[config.mk]
export PLATFORM = sky130hd
export DESIGN_NAME = cmc_top
export DESIGN_NICKNAME = d
export VERILOG_FILES = /design/src/core/cmc_pkg.sv /design/src/core/cmc_edge_if.sv /design/src/core/cmc_sync_edge.sv /design/src/core/cmc_top.sv
export SDC_FILE = /design/constraint.sdc
export NUM_CORES = 1
export LEC_CHECK = 0
export BUFFER_PORTS_ARGS = -buffer_cell sky130_fd_sc_hd__buf_2
export CORE_ASPECT_RATIO = 1.25
export CORE_UTILIZATION = 50
export CTS_CLUSTER_DIAMETER = 80
export DETAILED_ROUTE_END_ITERATION = 7
export PLACE_DENSITY = 0.78
export REMOVE_ABC_BUFFERS = 1
export SYNTH_ARGS = -nofsm -noshare
export SYNTH_HDL_FRONTEND = slang
export SYNTH_SLANG_ARGS = --single-unit
[constraint.sdc]
create_clock -name clk_i -period 1.6 [get_ports clk_i]
set_input_delay 0.48 -clock clk_i [delete_from_list [all_inputs] [get_ports clk_i]]
set_output_delay 0.48 -clock clk_i [all_outputs]
set_load 0.05 [all_outputs]
[src/core/cmc_pkg.sv]
// Package: register map, field positions, reset values and modes of the comparator control block
package cmc_pkg;

   localparam int unsigned DATA_W      = 8;
   localparam int unsigned ADDR_W      = 8;
   localparam int unsigned SYNC_STAGES = 2;

   ////////////////////////////////////////////////////////////////////////////////////////////
   // Register offsets
   localparam logic [7:0] CTRL_ADDR     = 8'h9B;
   localparam logic [7:0] MODE_ADDR     = 8'h9D;
   localparam logic [7:0] MUX_ADDR      = 8'h9F;
   localparam logic [7:0] IRQ_STAT_ADDR = 8'hA0;
   localparam logic [7:0] IRQ_MASK_ADDR = 8'hA1;
   localparam logic [7:0] AUX_ADDR      = 8'hA2;

   ////////////////////////////////////////////////////////////////////////////////////////////
   // Reset values
   localparam logic [7:0] CTRL_RST     = 8'h00;
   localparam logic [7:0] MODE_RST     = 8'h02;
   localparam logic [7:0] MUX_RST      = 8'h77;
   localparam logic [1:0] IRQ_STAT_RST = 2'h0;
   localparam logic [1:0] IRQ_MASK_RST = 2'h0;
   localparam logic       AUX_RST      = 1'b0;

   ////////////////////////////////////////////////////////////////////////////////////////////
   // Field positions
   localparam int unsigned CTRL_ON_BIT    = 7;
   localparam int unsigned CTRL_STATE_BIT = 6;
   localparam int unsigned CTRL_RISE_BIT  = 5;
   localparam int unsigned CTRL_FALL_BIT  = 4;
   localparam int unsigned CTRL_HYP_LSB   = 2;
   localparam int unsigned CTRL_HYN_LSB   = 0;
   localparam int unsigned MUX_MINUS_LSB  = 4;
   localparam int unsigned MUX_PLUS_LSB   = 0;
   localparam int unsigned MODE_RIE_BIT   = 5;
   localparam int unsigned MODE_FIE_BIT   = 4;
   localparam int unsigned MODE_RT_LSB    = 0;
   localparam int unsigned STAT_RISE_BIT  = 0;
   localparam int unsigned STAT_FALL_BIT  = 1;
   localparam int unsigned AUX_RST_EN_BIT = 0;

   ////////////////////////////////////////////////////////////////////////////////////////////
   // Modes
   typedef enum logic [1:0] {
      CMC_HYST_OFF  = 2'b00,
      CMC_HYST_5MV  = 2'b01,
      CMC_HYST_10MV = 2'b10,
      CMC_HYST_20MV = 2'b11
   } cmc_hyst_e;

   typedef enum logic [1:0] {
      CMC_RESP_FASTEST = 2'b00,
      CMC_RESP_MODE1   = 2'b01,
      CMC_RESP_MODE2   = 2'b10,
      CMC_RESP_LOWPWR  = 2'b11
   } cmc_resp_e;

endpackage

[src/core/cmc_edge_if.sv]
// Interface: synchronised comparator level and its edge pulses
`timescale 1ns/1ns
`default_nettype none
interface cmc_edge_if;
   logic level;
   logic rise;
   logic fall;
   modport src (output level, output rise, output fall);
   modport dst (input level, input rise, input fall);
endinterface
`default_nettype wire

[src/core/cmc_sync_edge.sv]
// Synchroniser and edge detector for the raw comparator result
`timescale 1ns/1ns
`default_nettype none
module cmc_sync_edge #(
   parameter int unsigned SYNC_STAGES = cmc_pkg::SYNC_STAGES
) (
   // Clock and reset
   input  wire logic clk_i,
   input  wire logic rst_i,
   // Asynchronous comparator result
   input  wire logic raw_i,
   // Synchronised level and edges
   cmc_edge_if.src   edge_o
);

   if (SYNC_STAGES < 2) begin : g_chk
      $error("cmc_sync_edge needs at least two synchroniser stages");
   end

   logic [SYNC_STAGES-1:0] sync_q;
   logic [SYNC_STAGES-1:0] sync_d;
   logic                   prev_q;
   logic                   prev_d;

   // First stage is read only by the second
   always_comb begin
      sync_d = {sync_q[SYNC_STAGES-2:0], raw_i};
      prev_d = sync_q[SYNC_STAGES-1];
   end

   always_ff @(posedge clk_i or posedge rst_i) begin
      if (rst_i) begin
         sync_q <= '0;
         prev_q <= 1'b0;
      end else begin
         sync_q <= sync_d;
         prev_q <= prev_d;
      end
   end

   // Compare with the value one clock earlier
   assign edge_o.level = sync_q[SYNC_STAGES-1];
   assign edge_o.rise  = sync_q[SYNC_STAGES-1] & ~prev_q;
   assign edge_o.fall  = ~sync_q[SYNC_STAGES-1] & prev_q;

endmodule
`default_nettype wire

[src/core/cmc_top.sv]
// Comparator control and status logic with register port and interrupt
`timescale 1ns/1ns
`default_nettype none
module cmc_top #(
   parameter int unsigned SYNC_STAGES = cmc_pkg::SYNC_STAGES
) (
   // Clock and reset
   input  wire logic       clk_i,
   input  wire logic       rst_i,
   // Register port
   input  wire logic [7:0] reg_addr_i,
   input  wire logic [7:0] reg_wdata_i,
   input  wire logic       reg_we_i,
   input  wire logic       reg_re_i,
   output logic      [7:0] reg_rdata_o,
   // Analog comparator
   input  wire logic       cmp_raw_i,
   output logic            cmp_enable_o,
   output logic      [3:0] plus_input_sel_o,
   output logic      [3:0] minus_input_sel_o,
   output logic      [1:0] pos_hyst_sel_o,
   output logic      [1:0] neg_hyst_sel_o,
   output logic      [1:0] response_time_sel_o,
   // Port pin outputs
   output logic            latched_compare_out_o,
   output logic            raw_compare_out_o,
   // System
   output logic            osc_wake_o,
   output logic            reset_req_o,
   output logic            irq_o
);

   cmc_edge_if ei ();

   cmc_sync_edge #(
      .SYNC_STAGES (SYNC_STAGES)
   ) u_sync (
      .clk_i  (clk_i),
      .rst_i  (rst_i),
      .raw_i  (cmp_raw_i),
      .edge_o (ei)
   );

   ////////////////////////////////////////////////////////////////////////////////////////////
   // Register state
   logic                on_q, on_d;
   logic                rise_flag_q, rise_flag_d;
   logic                fall_flag_q, fall_flag_d;
   cmc_pkg::cmc_hyst_e  hyp_q, hyp_d;
   cmc_pkg::cmc_hyst_e  hyn_q, hyn_d;
   logic [3:0]          plus_sel_q, plus_sel_d;
   logic [3:0]          minus_sel_q, minus_sel_d;
   logic                rie_q, rie_d;
   logic                fie_q, fie_d;
   cmc_pkg::cmc_resp_e  rt_q, rt_d;
   logic [1:0]          stat_q, stat_d;
   logic [1:0]          mask_q, mask_d;
   logic                rst_en_q, rst_en_d;
   logic [7:0]          rdata_q, rdata_d;
   logic                latched_q, latched_d;
   logic                reset_req_q, reset_req_d;
   logic                irq_q, irq_d;

   logic                wr_ctrl, wr_mode, wr_mux, wr_stat, wr_mask, wr_aux;
   logic                cmp_state;
   logic                rise_evt, fall_evt;
   logic [1:0]          irq_en;

   assign wr_ctrl = reg_we_i && (reg_addr_i == cmc_pkg::CTRL_ADDR);
   assign wr_mode = reg_we_i && (reg_addr_i == cmc_pkg::MODE_ADDR);
   assign wr_mux  = reg_we_i && (reg_addr_i == cmc_pkg::MUX_ADDR);
   assign wr_stat = reg_we_i && (reg_addr_i == cmc_pkg::IRQ_STAT_ADDR);
   assign wr_mask = reg_we_i && (reg_addr_i == cmc_pkg::IRQ_MASK_ADDR);
   assign wr_aux  = reg_we_i && (reg_addr_i == cmc_pkg::AUX_ADDR);

   // A disabled comparator counts as low, so no edges are seen while off
   assign cmp_state = on_q & ei.level;
   assign rise_evt  = on_q & ei.rise;
   assign fall_evt  = on_q & ei.fall;
   assign irq_en    = {fie_q, rie_q};

   ////////////////////////////////////////////////////////////////////////////////////////////
   // Next-state logic
   always_comb begin
      on_d        = on_q;
      hyp_d       = hyp_q;
      hyn_d       = hyn_q;
      rise_flag_d = rise_flag_q;
      fall_flag_d = fall_flag_q;
      if (wr_ctrl) begin
         on_d        = reg_wdata_i[cmc_pkg::CTRL_ON_BIT];
         hyp_d       = cmc_pkg::cmc_hyst_e'(reg_wdata_i[cmc_pkg::CTRL_HYP_LSB +: 2]);
         hyn_d       = cmc_pkg::cmc_hyst_e'(reg_wdata_i[cmc_pkg::CTRL_HYN_LSB +: 2]);
         rise_flag_d = reg_wdata_i[cmc_pkg::CTRL_RISE_BIT];
         fall_flag_d = reg_wdata_i[cmc_pkg::CTRL_FALL_BIT];
      end
      // Edges override a clear in the same cycle
      if (rise_evt) begin
         rise_flag_d = 1'b1;
      end
      if (fall_evt) begin
         fall_flag_d = 1'b1;
      end

      plus_sel_d  = plus_sel_q;
      minus_sel_d = minus_sel_q;
      if (wr_mux) begin
         minus_sel_d = reg_wdata_i[cmc_pkg::MUX_MINUS_LSB +: 4];
         plus_sel_d  = reg_wdata_i[cmc_pkg::MUX_PLUS_LSB +: 4];
      end

      rie_d = rie_q;
      fie_d = fie_q;
      rt_d  = rt_q;
      if (wr_mode) begin
         rie_d = reg_wdata_i[cmc_pkg::MODE_RIE_BIT];
         fie_d = reg_wdata_i[cmc_pkg::MODE_FIE_BIT];
         rt_d  = cmc_pkg::cmc_resp_e'(reg_wdata_i[cmc_pkg::MODE_RT_LSB +: 2]);
      end

      // Write one to clear; a new event in the same cycle keeps the bit
      stat_d = stat_q;
      if (wr_stat) begin
         stat_d = stat_q & ~reg_wdata_i[1:0];
      end
      stat_d[cmc_pkg::STAT_RISE_BIT] = stat_d[cmc_pkg::STAT_RISE_BIT] | rise_evt;
      stat_d[cmc_pkg::STAT_FALL_BIT] = stat_d[cmc_pkg::STAT_FALL_BIT] | fall_evt;

      mask_d = wr_mask ? reg_wdata_i[1:0] : mask_q;
      rst_en_d = wr_aux ? reg_wdata_i[cmc_pkg::AUX_RST_EN_BIT] : rst_en_q;

      // Unmapped or idle reads return zero
      rdata_d = 8'h00;
      if (reg_re_i) begin
         unique case (reg_addr_i)
            cmc_pkg::CTRL_ADDR:     rdata_d = {on_q, cmp_state, rise_flag_q, fall_flag_q,
                                               hyp_q, hyn_q};
            cmc_pkg::MODE_ADDR:     rdata_d = {2'h0, rie_q, fie_q, 2'h0, rt_q};
            cmc_pkg::MUX_ADDR:      rdata_d = {minus_sel_q, plus_sel_q};
            cmc_pkg::IRQ_STAT_ADDR: rdata_d = {6'h00, stat_q};
            cmc_pkg::IRQ_MASK_ADDR: rdata_d = {6'h00, mask_q};
            cmc_pkg::AUX_ADDR:      rdata_d = {7'h00, rst_en_q};
            default:                rdata_d = 8'h00;
         endcase
      end

      latched_d   = cmp_state;
      reset_req_d = on_q & rst_en_q & ~ei.level;
      irq_d       = |(stat_q & mask_q & irq_en);
   end

   ////////////////////////////////////////////////////////////////////////////////////////////
   // Registers
   always_ff @(posedge clk_i or posedge rst_i) begin
      if (rst_i) begin
         on_q        <= cmc_pkg::CTRL_RST[cmc_pkg::CTRL_ON_BIT];
         rise_flag_q <= cmc_pkg::CTRL_RST[cmc_pkg::CTRL_RISE_BIT];
         fall_flag_q <= cmc_pkg::CTRL_RST[cmc_pkg::CTRL_FALL_BIT];
         hyp_q       <= cmc_pkg::cmc_hyst_e'(cmc_pkg::CTRL_RST[cmc_pkg::CTRL_HYP_LSB +: 2]);
         hyn_q       <= cmc_pkg::cmc_hyst_e'(cmc_pkg::CTRL_RST[cmc_pkg::CTRL_HYN_LSB +: 2]);
         plus_sel_q  <= cmc_pkg::MUX_RST[cmc_pkg::MUX_PLUS_LSB +: 4];
         minus_sel_q <= cmc_pkg::MUX_RST[cmc_pkg::MUX_MINUS_LSB +: 4];
         rie_q       <= cmc_pkg::MODE_RST[cmc_pkg::MODE_RIE_BIT];
         fie_q       <= cmc_pkg::MODE_RST[cmc_pkg::MODE_FIE_BIT];
         rt_q        <= cmc_pkg::cmc_resp_e'(cmc_pkg::MODE_RST[cmc_pkg::MODE_RT_LSB +: 2]);
         stat_q      <= cmc_pkg::IRQ_STAT_RST;
         mask_q      <= cmc_pkg::IRQ_MASK_RST;
         rst_en_q    <= cmc_pkg::AUX_RST;
         rdata_q     <= 8'h00;
         latched_q   <= 1'b0;
         reset_req_q <= 1'b0;
         irq_q       <= 1'b0;
      end else begin
         on_q        <= on_d;
         rise_flag_q <= rise_flag_d;
         fall_flag_q <= fall_flag_d;
         hyp_q       <= hyp_d;
         hyn_q       <= hyn_d;
         plus_sel_q  <= plus_sel_d;
         minus_sel_q <= minus_sel_d;
         rie_q       <= rie_d;
         fie_q       <= fie_d;
         rt_q        <= rt_d;
         stat_q      <= stat_d;
         mask_q      <= mask_d;
         rst_en_q    <= rst_en_d;
         rdata_q     <= rdata_d;
         latched_q   <= latched_d;
         reset_req_q <= reset_req_d;
         irq_q       <= irq_d;
      end
   end

   ////////////////////////////////////////////////////////////////////////////////////////////
   // Outputs
   assign reg_rdata_o           = rdata_q;
   assign cmp_enable_o          = on_q;
   assign plus_input_sel_o      = plus_sel_q;
   assign minus_input_sel_o     = minus_sel_q;
   assign pos_hyst_sel_o        = hyp_q;
   assign neg_hyst_sel_o        = neg_hyst_cast(hyn_q);
   assign response_time_sel_o   = rt_q;
   assign latched_compare_out_o = latched_q;
   // Raw path bypasses the synchroniser, gated only by the on_q flop, so it still works with the clock stopped
   assign raw_compare_out_o     = cmp_raw_i & on_q;
   // Wake must act in suspend, hence also taken from the raw result
   assign osc_wake_o            = on_q & ~cmp_raw_i;
   assign reset_req_o           = reset_req_q;
   assign irq_o                 = irq_q;

   function automatic logic [1:0] neg_hyst_cast(input cmc_pkg::cmc_hyst_e h);
      neg_hyst_cast = h;
   endfunction
endmodule
`default_nettype wire

Word-level counts from Yosys, hierarchy flattened

Index checks and enable logic that the tools add are counted.
Widths: inputs -> output; s select.

Bits of input ports: 21
Flip-flop bits (word level): 38
Word-level logic and storage cells: 59

Reductions and logical operators: 9
Equality and inequality tests: 6
Bitwise logic cells: 18
Mux-type cells: 7

Operators with widths:

| operator           | count |
|---|---|
| $eq 8x8->1 const B | 6 |
| $pmux 8 s6         | 1 |
| $and 1x1->1        | 9 |
| $mux 8             | 1 |
| $and 2x2->2        | 3 |
| $logic_and 1x1->1  | 6 |
| $mux 1             | 4 |
| $reduce_bool 2->1  | 2 |
| $not 1->1          | 3 |
| $mux 2             | 1 |
| $not 2->2          | 1 |
| $or 1x1->1         | 2 |
| $reduce_or 2->1    | 1 |

Depth between registers and ports, before layout

Word-level depth: 4
Mapped depth: 6

Cells and area by module

From an unflattened synthesis, not the netlist that was laid out.

Cells, all modules: 135
Area, all modules: 1681.6 sq um

Modules (own cells, without submodules):

| module        | seq. area each (sq um) | instances | cells each | area each (sq um) |
|---|---|---|---|---|
| cmc_top       | 884.6                  | 1         | 129        | 1587.8 |
| cmc_sync_edge | 75.1                   | 1         | 6          | 93.8 |

Worst setup path before layout

No wires, ideal clock.

Kind: flip-flop to output port
From: reg on_q, in the netlist cmp_enable_o
To: out osc_wake_o
Required time: 1.120 ns
Data arrival time: 1.467 ns
Path buffers: 0
Setup slack: -0.347 ns
Cell stages (with the launch flop): 2
Cells stage by stage: dfrtp_1 -> nor2b_1

Word-level cells in the longest chain between the ends: 1

RTL lines:

| item                   | line           | text |
|---|---|---|
| from (decl)            | cmc_top.sv:46  | `logic on_q, on_d;` |
| from (signal assigned) | cmc_top.sv:156 | `on_q <= cmc_pkg::CTRL_RST[cmc_pkg::CTRL_ON_BIT];` |
| from (signal assigned) | cmc_top.sv:174 | `on_q <= on_d;` |
| $and 1x1->1            | cmc_top.sv:207 | `assign osc_wake_o = on_q & ~cmp_raw_i;` |
| to (decl)              | cmc_top.sv:28  | `output logic osc_wake_o,` |

Every way passes these cells.

Worst setup path in the final report

From: in reg_addr_i[4]
To: reg mask_q[1]

Word-level cells in the longest chain between the ends: 2

RTL lines:

| item                 | line           | text |
|---|---|---|
| from (decl)          | cmc_top.sv:11  | `input wire logic [7:0] reg_addr_i,` |
| $eq 8x8->1           | cmc_top.sv:73  | `assign wr_mask = reg_we_i && (reg_addr_i == cmc_pkg::IRQ_MASK_ADDR);` |
| $logic_and 1x1->1    | cmc_top.sv:73  |  |
| to (signal assigned) | cmc_top.sv:167 | `mask_q <= cmc_pkg::IRQ_MASK_RST;` |
| to (signal assigned) | cmc_top.sv:185 | `mask_q <= mask_d;` |
| to (decl)            | cmc_top.sv:57  | `logic [1:0] mask_q, mask_d;` |

Every way passes these cells.
A chain may end at the register's enable or synchronous reset.

==> run metrics <==
post-synth top area share=46.3%; die area=3590 sq um; worst relative slew slack=69.3%; worst vdd ir=0.000789 V; DPL Wire Length=2780 microns; fill count=256; cell count after placement=221; largest family of logic cells by synthesized area=multiplexers; max-slew violation count=0; prevailing post-synth register cell=dfrtp_1; r2r startpoint=neg_hyst_sel_o[1]; cell with the most instances after synthesis=dfrtp_1; drt first pass iters=4; Overflow after GRT=0; CP startpoint kind=primary input; antenna cells=0; Final Instance Area=2150 sq um; vias per cell=5.54; combinational power share=13.7%; DRT iter0 DRCs=36; RSZ-0062 raised after global routing=false; Final Hold Fails=0; Mapped Cells=129; post-route minimum period=1580 ps; clock-pin transition on the worst setup and hold timing paths=70 ps; dpl cell area=2020 sq um; Core ar.=3190 sq um; maxcap violations=0; final antenna-violating net count=0; Final #Nets=212; sw frac=26.0%; ys async rst share=100%; XOR/XNOR Fraction of Synth Area=0%; detailed-route wire length per cell=16.7 microns; Setup Fix Bufs, Post-CTS=0; adder-cell area share of the yosys netlist=0%; Critical Path AT=1760 ps; Area Growth Syn to Fin=28.4%; power density cells=897 nW/um^2; Core Rows=23; Root Buffer Master=clkbuf_8; Leak=1.11 nW; share of cells above drive strength 1=55.8%; Die Span X=53.8 microns; largest net degree at the start of global routing=39; Synth Area in Compound Gates=6.19%; leading area contributor after synthesis=dfrtp_1; class of the worst hold path=primary input to async pin; Starting Density=52.5%; cell-internal power=1.43 mW; via count=1,257; Buffers on Ports=48; die extent in y=66.7 microns; Worst Path Required=1780 ps; GPL Wtd Cong=0.925; clk sinks=38; antenna violations before repair=0; mux contribution to synthesized area=19.7%; setup-violating endpoint count in the final report=0; final setup skew=9.93 ps; YS warnings=0; critical setup path kind=primary input to flip-flop; final period utilization=98.8%; sequential area share after synthesis=57.2%; Netlist Area Pre-Place=1680 sq um; num ports=49; total routed wirelength=3800 microns; htree depth=2; Layout Cells excl Fill=227; FMAX=632 MHz; most instantiated cells after synthesis=dfrtp_1 (31), mux2_2 (21), nor2_1 (8); EDFF count, synth=0; Crit. End Element=flip-flop; global-route wire length before repair=5960 microns; synth top area cells=dfrtp_1 (46%), mux2_2 (14%), dfstp_2 (11%); CTS Buf Count=5; Simple-Gate Fraction of Synth Area=14.3%; status=complete, no violations; Synth cell types=34; GRT Util Overall=24.5%; DRC=0; CTS tree=done; Worst-Margin Slew=461 ps; Mean Syn Cell Area=13.0 sq um; switching power=0.503 mW; vias in the first global route=1,252; CP startpoint=reg_addr_i[4]; FF+latch count, synth=38; CTS max path bufs=2; Worst Path Max Fanout=3; clk_lat worst skew=290 ps; clock power share=33.2%; part of the power in registers=53.2%
flip-flops by register name (all words and copies together) (netlist names):
signal,cells
reg_rdata_o,8
minus_input_sel_o,4
plus_input_sel_o,4
mask_q,2
neg_hyst_sel_o,2
pos_hyst_sel_o,2
response_time_sel_o,2
stat_q,2
u_sync.sync_q,2
cmp_enable_o,1
fall_flag_q,1
fie_q,1
irq_o,1
latched_compare_out_o,1
reset_req_o,1
rie_q,1
rise_flag_q,1
rst_en_q,1
u_sync.prev_q,1
worst max-delay path, stage by stage:
cell     delay (ps)
buf_6            90
or4b_4          570
nor3_4          170
nand3_2         120
mux2_1          320
through the flow:
| step | utilization [%] | power, mW | TNS [ps] | hold WS [ps] | setup WS [ps] |
|---|---|---|---|---|---|
| finish | 67.4 | 1.93 | 0 | 277 | 18.7 |
| global route | 67.4 | 2.00 | 0 | 323 | 0.161 |
| CTS | 66.3 | 1.94 | 0 | 300 | 8.27 |
| detailed placement | 63.4 | 1.30 | -6320 | 358 | -325 |
| global placement | 63.4 | 1.29 | -5650 | 334 | -280 |
| floorplan | - | 1.19 | -2090 | 331 | -347 |
layout make-up:
type                       count  area (sq um)  share of cell area [%]
clock buffer                   6          82.6                    3.83
inverter                       4          15.0                   0.697
multi-input combinational     82           693                    32.2
sequential                    38           961                    44.6
tap                           37          46.3                    2.15
timing repair buffer          60           355                    16.5
worst paths after layout:
check / end / slack (ps) / cells after the start
max: mask_q[1] / 20 / 5
min: reg_rdata_o[6] / 280 / 3
max reg2reg: reg_rdata_o[1] / 390 / 4
min reg2reg: u_sync.sync_q[1] / 370 / 0
max in group asynchronous: minus_input_sel_o[0] / 960 / 3
min in group clk_i: u_sync.sync_q[0] / 320 / 1
repair_timing:
| item | 4_1_cts | 5_1_grt |
|---|---|---|
| endpoints found under the setup margin | 3 | 18 |
| pin swaps | 0 | 1 |
| hold buffers | 0 | 0 |
| gates resized for setup | 3 | 11 |
cells by family after synthesis:
kind of cell,count (synthesis)
AOI/OAI and AO/OA,15
and+or+nand+nor,37
muxes,30
buffers and inverters,9
DFF,38
cells in the final DEF (no fill, tap or decap), drive strengths merged:
cell      n
a21oi     2
a22o      2
a22oi     4
and2      1
and3      2
and4b     1
buf      57
clkbuf    9
dfrtp    31
dfstp     7
inv       4
mux2     24
mux2i     6
nand2     7
nand2b    1
nand3     5
nand4     1
nand4b    2
nor2      9
nor2b     3
nor3      2
nor4      2
o21ai     3
o22ai     1
o2bb2ai   1
o311ai    1
o31ai     1
or4b      1
power groups by stage:
stage / Sequential (mW) / Clock [mW] / Combinational [mW]
final: 1.03 / 0.641 / 0.264
after global routing: 1.03 / 0.683 / 0.284
after CTS: 1.03 / 0.650 / 0.258
after detailed placement: 1.04 / 0 / 0.255
after global placement: 1.04 / 0 / 0.250
after floorplan: 1.11 / 0 / 0.0842
layer usage:
layer | vias up | track usage, % | wire length [microns] | part of all wire, %
met5 | - | 0 | 0 | 0
met4 | 0 | 10.9 | 74 | 1.9
met3 | 7 | 8.45 | 255 | 6.7
met2 | 53 | 40.4 | 2030 | 54
met1 | 616 | 27.7 | 1430 | 38
li1 | 581 | - | - | -
(Power assumes the default switching activity.)
